--- config.mk ---
export PLATFORM = sky130hd
export DESIGN_NAME = dgp_top
export DESIGN_NICKNAME = d
export VERILOG_FILES = /design/src/verilog/dgp_wait.v /design/src/verilog/dgp_port.v /design/src/verilog/dgp_top.v
export VERILOG_INCLUDE_DIRS = /design/src /design/src/verilog
export SDC_FILE = /design/constraint.sdc
export NUM_CORES = 1
export LEC_CHECK = 0
export ABC_CLOCK_PERIOD_IN_PS = 2200
export BUFFER_PORTS_ARGS = -buffer_cell sky130_fd_sc_hd__buf_2
export CORE_MARGIN = 2
export CORE_UTILIZATION = 38
export CTS_CLUSTER_DIAMETER = 200
export DETAILED_ROUTE_END_ITERATION = 7
export GPL_ROUTABILITY_DRIVEN = 0
export PLACE_DENSITY = 0.67
export SYNTH_ARGS = -nofsm -noshare
export SYNTH_HDL_FRONTEND = slang
export SYNTH_SLANG_ARGS = --single-unit
--- constraint.sdc ---
create_clock -name clk -period 2.2 [get_ports clk]
set_clock_uncertainty 0.1 [all_clocks]
set_input_delay 0.44 -clock clk [delete_from_list [all_inputs] [get_ports clk]]
set_output_delay 0.44 -clock clk [all_outputs]
set_load 0.01 [all_outputs]
--- src/verilog/dgp_defs.vh ---
`ifndef DGP_DEFS_VH
`define DGP_DEFS_VH

// printed offsets are register indexes; byte address is four times one
`define DGP_IDX_FIRST_DATA   32'hffff_f726
`define DGP_IDX_SECOND_DATA  32'hffff_f738
`define DGP_IDX_FIRST_LVL    32'hffff_f780
`define DGP_IDX_SECOND_LVL   32'hffff_f782

// index bits compared against awaddr/araddr[15:2]
`define DGP_IDX_BITS         14
`define DGP_IDX_MSB          13

// port and bus widths
`define DGP_PORT_W           16
`define DGP_BUS_W            32
`define DGP_ADDR_W           32
`define DGP_STRB_W           4

// data register reset value
`define DGP_DATA_RST         16'h0000

// access time: the wait lasts this many cycles; the answer follows acceptance one cycle later than this count
`define DGP_ACC_CYC          3'h4
`define DGP_CNT_W            3

// axi responses
`define DGP_RESP_OKAY        2'b00
`define DGP_RESP_SLVERR      2'b10

`endif

--- src/verilog/dgp_wait.v ---
`timescale 1ns/10ps
`default_nettype none
`include "dgp_defs.vh"

module dgp_wait (
   // clock and reset
   input  wire       clk,
   input  wire       rstn,
   input  wire       sync_clr,
   // control
   input  wire       start,
   output wire       done
);

   reg [`DGP_CNT_W-1:0] cnt_q;
   reg [`DGP_CNT_W-1:0] cnt_d;

   always @* begin
      cnt_d = cnt_q;
      if (sync_clr) begin
         cnt_d = {`DGP_CNT_W{1'b0}};
      end else if (start) begin
         cnt_d = `DGP_ACC_CYC;
      end else if (cnt_q != {`DGP_CNT_W{1'b0}}) begin
         cnt_d = cnt_q - 3'h1;
      end
   end

   always @(posedge clk or negedge rstn) begin
      if (!rstn) begin
         cnt_q <= {`DGP_CNT_W{1'b0}};
      end else begin
         cnt_q <= cnt_d;
      end
   end

   // one-cycle pulse as the count runs out
   assign done = (cnt_q == 3'h1) && !sync_clr;

endmodule
`default_nettype wire

--- src/verilog/dgp_port.v ---
`timescale 1ns/10ps
`default_nettype none
`include "dgp_defs.vh"

module dgp_port (
   // clock and reset
   input  wire                   clk,
   input  wire                   rstn,
   input  wire                   hw_standby,
   // register write
   input  wire                   we,
   input  wire [1:0]             strb,
   input  wire [`DGP_PORT_W-1:0] wdata,
   // pin-function controller
   input  wire [`DGP_PORT_W-1:0] dir,
   input  wire [`DGP_PORT_W-1:0] gen_sel,
   // pins
   input  wire [`DGP_PORT_W-1:0] pin_in,
   output wire [`DGP_PORT_W-1:0] pin_out,
   output wire [`DGP_PORT_W-1:0] pin_oe,
   // register read values
   output wire [`DGP_PORT_W-1:0] data_rd,
   output wire [`DGP_PORT_W-1:0] lvl_rd
);

   reg [`DGP_PORT_W-1:0] data_q;
   reg [`DGP_PORT_W-1:0] lvl_q;

   function [`DGP_PORT_W-1:0] lane_merge;
      input [`DGP_PORT_W-1:0] old_v;
      input [`DGP_PORT_W-1:0] new_v;
      input [1:0]             lanes;
      begin
         lane_merge[7:0]  = lanes[0] ? new_v[7:0]  : old_v[7:0];
         lane_merge[15:8] = lanes[1] ? new_v[15:8] : old_v[15:8];
      end
   endfunction

   // watchdog, sleep and soft standby never reach here: data kept [RL9]
   always @(posedge clk or negedge rstn) begin
      if (!rstn) begin
         data_q <= `DGP_DATA_RST; // [RL8]
      end else if (hw_standby) begin
         data_q <= `DGP_DATA_RST; // [RL8]
      end else if (we) begin
         // stored whatever the direction or function [RL6] [RL7]
         data_q <= lane_merge(data_q, wdata, strb); // [RL1] [RL2]
      end
   end

   // no reset: the level register holds sampled pins from the first edge
   always @(posedge clk) begin
      lvl_q <= pin_in; // [RL10] [RL11] [RL12]
   end

   assign pin_out = data_q; // [RL3]
   assign pin_oe  = dir & gen_sel; // [RL3] [RL6] [RL7] [RL14]
   assign data_rd = (dir & data_q) | (~dir & lvl_q); // [RL4] [RL5] [RL15]
   assign lvl_rd  = lvl_q;

endmodule
`default_nettype wire

--- src/verilog/dgp_top.v ---
// Notes on behaviour
// RL1: first port has 16-bit read/write data register
// RL2: second port has identical data register
// RL3: output pin driven from data bit directly
// RL4: direction one: read returns stored bit
// RL5: direction zero: read returns pin level
// RL6: direction zero: write stores, pin unaffected
// RL7: special function: write stores only, read stored; code returns pin level when direction is zero
// RL8: power-on and hardware standby clear; watchdog not
// RL9: data kept in software standby and sleep
// RL10: read-only pin-level register per port
// RL11: level bit is one when pin high
// RL12: level register resets to sampled pin levels
// RL13: byte and halfword access, four-five cycles
// RL14: pin function chosen by pin-function controller
// RL15: direction and function bits come as inputs
`timescale 1ns/10ps
`default_nettype none
`include "dgp_defs.vh"

module dgp_top (
   // clock and reset
   input  wire                   clk,
   input  wire                   rstn,
   // chip state
   input  wire                   wdt_reset,
   input  wire                   hw_standby,
   // axi4-lite write address
   input  wire [`DGP_ADDR_W-1:0] s_axi_awaddr,
   input  wire [2:0]             s_axi_awprot,
   input  wire                   s_axi_awvalid,
   output wire                   s_axi_awready,
   // axi4-lite write data
   input  wire [`DGP_BUS_W-1:0]  s_axi_wdata,
   input  wire [`DGP_STRB_W-1:0] s_axi_wstrb,
   input  wire                   s_axi_wvalid,
   output wire                   s_axi_wready,
   // axi4-lite write response
   output wire [1:0]             s_axi_bresp,
   output wire                   s_axi_bvalid,
   input  wire                   s_axi_bready,
   // axi4-lite read address
   input  wire [`DGP_ADDR_W-1:0] s_axi_araddr,
   input  wire [2:0]             s_axi_arprot,
   input  wire                   s_axi_arvalid,
   output wire                   s_axi_arready,
   // axi4-lite read data
   output wire [`DGP_BUS_W-1:0]  s_axi_rdata,
   output wire [1:0]             s_axi_rresp,
   output wire                   s_axi_rvalid,
   input  wire                   s_axi_rready,
   // pin-function controller, first port
   input  wire [`DGP_PORT_W-1:0] first_port_direction_bits,
   input  wire [`DGP_PORT_W-1:0] first_port_general_sel,
   // pin-function controller, second port
   input  wire [`DGP_PORT_W-1:0] second_port_direction_bits,
   input  wire [`DGP_PORT_W-1:0] second_port_general_sel,
   // first port pins
   input  wire [`DGP_PORT_W-1:0] first_pin_in,
   output wire [`DGP_PORT_W-1:0] first_pin_out,
   output wire [`DGP_PORT_W-1:0] first_pin_oe,
   // second port pins
   input  wire [`DGP_PORT_W-1:0] second_pin_in,
   output wire [`DGP_PORT_W-1:0] second_pin_out,
   output wire [`DGP_PORT_W-1:0] second_pin_oe
);

   localparam [4:0] ST_IDLE  = 5'b00001;
   localparam [4:0] ST_WWAIT = 5'b00010;
   localparam [4:0] ST_BRESP = 5'b00100;
   localparam [4:0] ST_RWAIT = 5'b01000;
   localparam [4:0] ST_RRESP = 5'b10000;

   reg [4:0]             st_q;
   reg [4:0]             st_d;
   reg                   aw_got_q;
   reg                   w_got_q;
   reg [`DGP_IDX_MSB:0]  waddr_q;
   reg [`DGP_PORT_W-1:0] wdata_q;
   reg [1:0]             wstrb_q;
   reg [`DGP_IDX_MSB:0]  raddr_q;
   reg [1:0]             bresp_q;
   reg [`DGP_BUS_W-1:0]  rdata_q;
   reg [1:0]             rresp_q;

   wire                   aw_hs;
   wire                   w_hs;
   wire                   ar_hs;
   wire                   b_hs;
   wire                   r_hs;
   wire                   wr_ready;
   wire                   wait_start;
   wire                   wait_done;
   wire                   first_we;
   wire                   second_we;
   wire                   wr_hit;
   wire                   rd_hit;
   wire [`DGP_PORT_W-1:0] first_data_rd;
   wire [`DGP_PORT_W-1:0] first_lvl_rd;
   wire [`DGP_PORT_W-1:0] second_data_rd;
   wire [`DGP_PORT_W-1:0] second_lvl_rd;

   reg [`DGP_PORT_W-1:0]  rd_val;

   // compares a word index taken from the bus address with a register
   function idx_hit;
      input [`DGP_IDX_MSB:0] idx;
      input [31:0]           reg_idx;
      begin
         idx_hit = (idx == reg_idx[`DGP_IDX_MSB:0]);
      end
   endfunction

   // -------- channel handshakes

   // write takes priority: a read is only accepted with no write pending
   assign s_axi_awready = st_q[0] && !aw_got_q;
   assign s_axi_wready  = st_q[0] && !w_got_q;
   assign s_axi_arready = st_q[0] && !aw_got_q && !w_got_q &&
                          !s_axi_awvalid && !s_axi_wvalid;

   assign aw_hs = s_axi_awvalid && s_axi_awready;
   assign w_hs  = s_axi_wvalid && s_axi_wready;
   assign ar_hs = s_axi_arvalid && s_axi_arready;
   assign b_hs  = s_axi_bvalid && s_axi_bready;
   assign r_hs  = s_axi_rvalid && s_axi_rready;

   // both halves of a write held, whichever came first
   assign wr_ready = st_q[0] && (aw_got_q || aw_hs) && (w_got_q || w_hs);

   // -------- write address and data capture

   always @(posedge clk or negedge rstn) begin
      if (!rstn) begin
         aw_got_q <= 1'b0;
         waddr_q  <= {`DGP_IDX_BITS{1'b0}};
      end else begin
         // address kept even when taken with its data, for the response
         aw_got_q <= !(wdt_reset || wr_ready) && (aw_got_q || aw_hs);
         if (aw_hs) begin
            waddr_q <= s_axi_awaddr[`DGP_IDX_MSB+2:2];
         end
      end
   end

   always @(posedge clk or negedge rstn) begin
      if (!rstn) begin
         w_got_q <= 1'b0;
         wdata_q <= `DGP_DATA_RST;
         wstrb_q <= 2'b00;
      end else if (wdt_reset || wr_ready) begin
         w_got_q <= 1'b0;
      end else if (w_hs) begin
         w_got_q <= 1'b1;
         wdata_q <= s_axi_wdata[`DGP_PORT_W-1:0];
         wstrb_q <= s_axi_wstrb[1:0];
      end
   end

   // -------- read address capture

   always @(posedge clk or negedge rstn) begin
      if (!rstn) begin
         raddr_q <= {`DGP_IDX_BITS{1'b0}};
      end else if (ar_hs) begin
         raddr_q <= s_axi_araddr[`DGP_IDX_MSB+2:2];
      end
   end

   // -------- sequencer

   always @* begin
      st_d = st_q;
      case (st_q)
         ST_IDLE: begin
            if (wr_ready) begin
               st_d = ST_WWAIT;
            end else if (ar_hs) begin
               st_d = ST_RWAIT;
            end
         end
         ST_WWAIT: begin
            if (wait_done) begin
               st_d = ST_BRESP;
            end
         end
         ST_BRESP: begin
            if (b_hs) begin
               st_d = ST_IDLE;
            end
         end
         ST_RWAIT: begin
            if (wait_done) begin
               st_d = ST_RRESP;
            end
         end
         ST_RRESP: begin
            if (r_hs) begin
               st_d = ST_IDLE;
            end
         end
         default: begin
            st_d = ST_IDLE;
         end
      endcase
   end

   always @(posedge clk or negedge rstn) begin
      if (!rstn) begin
         st_q <= ST_IDLE;
      end else if (wdt_reset) begin
         // watchdog restarts the bus side only; port data stay
         st_q <= ST_IDLE;
      end else begin
         st_q <= st_d;
      end
   end

   // the fixed wait makes every access the same length, any size
   assign wait_start = (st_q[0] && (wr_ready || ar_hs)); // [RL13]

   dgp_wait u_wait (
      .clk      (clk),
      .rstn     (rstn),
      .sync_clr (wdt_reset),
      .start    (wait_start),
      .done     (wait_done)
   );

   // -------- write decode

   // writes land as the wait begins so pins follow at once
   assign first_we  = wr_ready && !wdt_reset &&
                      idx_hit(aw_got_q ? waddr_q :
                              s_axi_awaddr[`DGP_IDX_MSB+2:2],
                              `DGP_IDX_FIRST_DATA);
   assign second_we = wr_ready && !wdt_reset &&
                      idx_hit(aw_got_q ? waddr_q :
                              s_axi_awaddr[`DGP_IDX_MSB+2:2],
                              `DGP_IDX_SECOND_DATA);

   // level registers accept a write silently
   assign wr_hit = idx_hit(waddr_q, `DGP_IDX_FIRST_DATA) ||
                   idx_hit(waddr_q, `DGP_IDX_SECOND_DATA) ||
                   idx_hit(waddr_q, `DGP_IDX_FIRST_LVL) ||
                   idx_hit(waddr_q, `DGP_IDX_SECOND_LVL); // [RL10]

   // -------- ports

   dgp_port u_first (
      .clk        (clk),
      .rstn       (rstn),
      .hw_standby (hw_standby),
      .we         (first_we),
      .strb       (w_got_q ? wstrb_q : s_axi_wstrb[1:0]), // [RL13]
      .wdata      (w_got_q ? wdata_q : s_axi_wdata[`DGP_PORT_W-1:0]),
      .dir        (first_port_direction_bits),
      .gen_sel    (first_port_general_sel),
      .pin_in     (first_pin_in),
      .pin_out    (first_pin_out),
      .pin_oe     (first_pin_oe),
      .data_rd    (first_data_rd),
      .lvl_rd     (first_lvl_rd)
   );

   dgp_port u_second (
      .clk        (clk),
      .rstn       (rstn),
      .hw_standby (hw_standby),
      .we         (second_we),
      .strb       (w_got_q ? wstrb_q : s_axi_wstrb[1:0]), // [RL13]
      .wdata      (w_got_q ? wdata_q : s_axi_wdata[`DGP_PORT_W-1:0]),
      .dir        (second_port_direction_bits),
      .gen_sel    (second_port_general_sel),
      .pin_in     (second_pin_in),
      .pin_out    (second_pin_out),
      .pin_oe     (second_pin_oe),
      .data_rd    (second_data_rd),
      .lvl_rd     (second_lvl_rd)
   );

   // -------- read mux

   assign rd_hit = idx_hit(raddr_q, `DGP_IDX_FIRST_DATA) ||
                   idx_hit(raddr_q, `DGP_IDX_SECOND_DATA) ||
                   idx_hit(raddr_q, `DGP_IDX_FIRST_LVL) ||
                   idx_hit(raddr_q, `DGP_IDX_SECOND_LVL);

   always @* begin
      rd_val = {`DGP_PORT_W{1'b0}};
      if (idx_hit(raddr_q, `DGP_IDX_FIRST_DATA)) begin
         rd_val = first_data_rd; // [RL4] [RL5]
      end else if (idx_hit(raddr_q, `DGP_IDX_SECOND_DATA)) begin
         rd_val = second_data_rd; // [RL4] [RL5]
      end else if (idx_hit(raddr_q, `DGP_IDX_FIRST_LVL)) begin
         rd_val = first_lvl_rd; // [RL11]
      end else if (idx_hit(raddr_q, `DGP_IDX_SECOND_LVL)) begin
         rd_val = second_lvl_rd; // [RL11]
      end
   end

   // -------- responses

   // sampled at the end of the wait so the read shows fresh pins
   always @(posedge clk or negedge rstn) begin
      if (!rstn) begin
         rdata_q <= {`DGP_BUS_W{1'b0}};
         rresp_q <= `DGP_RESP_OKAY;
      end else if (st_q[3] && wait_done) begin
         rdata_q <= {{(`DGP_BUS_W-`DGP_PORT_W){1'b0}}, rd_val};
         rresp_q <= rd_hit ? `DGP_RESP_OKAY : `DGP_RESP_SLVERR;
      end
   end

   always @(posedge clk or negedge rstn) begin
      if (!rstn) begin
         bresp_q <= `DGP_RESP_OKAY;
      end else if (st_q[1] && wait_done) begin
         bresp_q <= wr_hit ? `DGP_RESP_OKAY : `DGP_RESP_SLVERR;
      end
   end

   assign s_axi_bvalid = st_q[2];
   assign s_axi_bresp  = bresp_q;
   assign s_axi_rvalid = st_q[4];
   assign s_axi_rdata  = rdata_q;
   assign s_axi_rresp  = rresp_q;

endmodule
`default_nettype wire

==> run summary <==
result of the run -> complete, no violations
unrepaired setup endpoints after global routing -> false
period utilisation layout -> 96.20%
combinational family with the most area after synthesis -> multiplexers
half-perimeter wire length of the detailed placement result -> 14,620 um
Worst slew margin -> 61.61%
maximum net fanout on the critical path -> 10
leading cell type in the layout, fill and taps excluded -> buf_2
total congestion overflow after global routing -> 0
Cell Chain, Critical Path -> buf_6, and2b_2, and3b_1, buf_2
count of synthesis-stage warnings from yosys -> 0
fillers -> 1,647
average detailed-routed wire length per instance -> 17.53 um
Synth Cell Area -> 6877 um2
flops & latches, synth -> 138
IO Pins -> 316
post-detailed-routing wire length -> 19,480 um
initial core utilization -> 38.54%
Final Non-Filler Cells -> 1,111
width of the chip -> 138.5 um
Total Routing Usage GR -> 20.13%
DP Cell Count -> 1,076
critical path required time -> 1.66 ns
power density relative to cell area -> 863.9 nW/um2
highest-count cells in the layout ignoring fill and taps -> 236 x buf_2, 105 x dfrtp_1, 69 x mux2i_1
TritonCTS clock tree -> built
placeable core region -> 17,840 um2
arrival time of the worst setup path -> 1.58 ns
sequential cell area in the final layout -> 3294 um2
EDFF count, synth -> 0
Area Overhead vs Synth -> 33.02%
root buffer selected by CTS -> clkbuf_16
slowest stage delay, CP -> 0.54 ns
deepest level of the CTS H-tree -> 4
average footprint of a synthesized cell -> 11.37 um2
Final setup violation count -> 0
multi-input logic area -> 3363 um2
drt first pass iters -> 4
biggest area contributors in the synthesized netlist -> dfrtp_1 38%, mux2i_1 10%, dfxtp_1 9.3%
insertion delay of the later-clocked pin in the worst-skew pair -> 0.41 ns
top achievable clock speed -> 472.5 MHz
vias -> 5,687
Post-Synth XOR/XNOR Area -> 0.2547%
launching element type of the critical path -> flop
Most used DFF post-synth -> dfrtp_1
buffer levels on the longest clock path -> 2
post-synthesis cell type with the largest combined area -> dfrtp_1
total clock sinks -> 138
worst setup slack after layout -> 0.08367 ns
clock slew at the register clock pins of the worst setup and hold paths -> 0.06 ns
setup fix buffers added after clock tree synthesis -> 0
Synth cell types -> 60
Simple-Gate Fraction of Synth Area -> 16.92%
pre-CTS setup slack -> -0.007155 ns
category of the worst setup path capture point -> output port
compound-gate portion of the synthesized area -> 12.41%
total count of max-transition violations in the final report -> 0
overall die height -> 138.5 um
mux cell area share after synthesis -> 17.58%
number of buffers created by CTS -> 17
total count of hold-check failures in the final report -> 0
share of final-layout standard cells stronger than drive strength 1 -> 43.02%
leakage power -> 4.365 nW
number of remaining DRC errors -> 0
fraction of synthesis flops using an asynchronous set or reset pin -> 76.81%
portion of the post-synthesis area used by sequential elements -> 47.91%
area share of fa/ha/maj cells after synthesis -> 0.5459%
# Max-Cap Violations -> 0
CP Class -> flop to output port
cell count after synthesis -> 605
placement row count -> 49
Starting DRT DRC Count -> 248
slew at the pin closest to its max-slew limit -> 0.5744 ns
final-stage net count -> 1,082
antenna-violating nets left -> 0
minimum clock period -> 2.116 ns
portion of synthesized cell area occupied by the leading cell type -> 38.21%
antenna violations before repair -> 3
R2R setup slack -> 0.13 ns
per-cell via count in the routed design -> 5.119
largest net degree at the start of global routing -> 51
critical path's slowest cell -> dfstp_2
worst min-delay path category -> input port to flop
number of input and output port buffers inserted -> 237
Die Outline Area -> 19,190 um2
Peak VDD IR -> 0.0005436 V
via count of the first global-routing pass -> 5,592
first-pass GRT wire length -> 30,460 um
[cell usage after synthesis, drive strengths merged (4+ instances only)]
| library cell | count |
|---|---|
| a32o | 15 |
| or2 | 16 |
| o21ai | 34 |
| nand2b | 35 |
| buf | 31 |
| mux2 | 46 |
| dfrtp | 105 |
| mux2i | 69 |
| nor3 | 6 |
| and2 | 32 |
| nor2 | 8 |
| nand4bb | 5 |
| nor4b | 4 |
| a21oi | 6 |
| nor2b | 38 |
| nand2 | 9 |
| dfxtp | 32 |
| clkbuf | 17 |
| a211oi | 4 |
| inv | 5 |
| a2111oi | 30 |
[metrics by stage]
stage	area [um2]	utilization, %	hold WS [ns]	total power [W]	setup TNS (ns)
finish	9148	51.27	0.02273	0.007903	0
global route	9145	51.26	0.001267	0.008310	0
CTS	9123	51.13	0.005629	0.007965	0
detailed placement	8479	47.53	0.3421	0.004863	-0.009568
global placement	8479	47.53	0.3437	0.004828	0
floorplan	6940	-	0.04441	0.004229	0
[registers in the layout, indices dropped and copies added, names as in the netlist]
| name | flops |
|---|---|
| s_axi_bresp | 1 |
| u_second.lvl_rd | 16 |
| waddr_q | 14 |
| s_axi_rresp | 1 |
| u_second.pin_out | 16 |
| aw_got_q | 1 |
| u_first.lvl_rd | 16 |
| w_got_q | 1 |
| st_q | 5 |
| u_first.pin_out | 16 |
| s_axi_rdata | 16 |
| u_wait.cnt_q | 3 |
| wdata_q | 16 |
| raddr_q | 14 |
| wstrb_q | 2 |
[path summary, 6_finish.rpt]
check | start | cells after the start | to
worst max-delay path | st_q[0] | 4 | s_axi_arready
worst min-delay path | first_pin_in[12] | 1 | u_first.lvl_rd[12]
worst max register to register | raddr_q[0] | 5 | s_axi_rdata[3]
worst min register to register | s_axi_rdata[14] | 2 | s_axi_rdata[14]
max in group asynchronous | rstn | 3 | raddr_q[2]
min in group asynchronous | rstn | 2 | raddr_q[9]
[routing by layer]
metal	vias to the layer above	GRT usage (%)	wire [um]
met1	2755	26.38	8593
li1	2715	-	-
met4	4	4.619	197
met3	18	5.057	1179
met5	-	0	27
met2	195	33.74	9484
[worst max-delay path, delay by kind of cell, from the launching register on]
kind / cells / cell delay [ns]
flops: 1 / 0.54
simple gates: 2 / 0.37
buf+inv: 2 / 0.26
[cells by family after synthesis]
kind of cell | after synthesis
adders and majority gates | 3
AOI/OAI and AO/OA | 111
muxes | 115
DFF | 138
and+or+nand+nor | 182
xor gates and xnor gates | 2
buffers and inverters | 53
other | 1
[where the power goes]
part	switching, W	internal (W)	total, W
registers	0.000238	0.00290	0.00314
clock network	0.00114	0.00194	0.00307
logic	0.000838	0.000852	0.00169
total	0.00221	0.00569	0.00790
[repair_timing]
item,in CTS,in global routing
endpoints found under the hold margin,32,1
hold buffers,1,1
endpoints found under the setup margin,0,4
gates resized for setup,0,4
[cell type report]
class / count / share of cell area [%]
Multi-Input combinational cell: 431 / 36.77
Clock inverter: 13 / 2.079
Clock buffer: 19 / 4.842
Tap cell: 229 / 3.132
Sequential cell: 138 / 36.01
Timing Repair Buffer: 275 / 16.93
Antenna cell: 1 / 0.02736
Inverter: 5 / 0.2052
(Power assumes the default switching activity.)
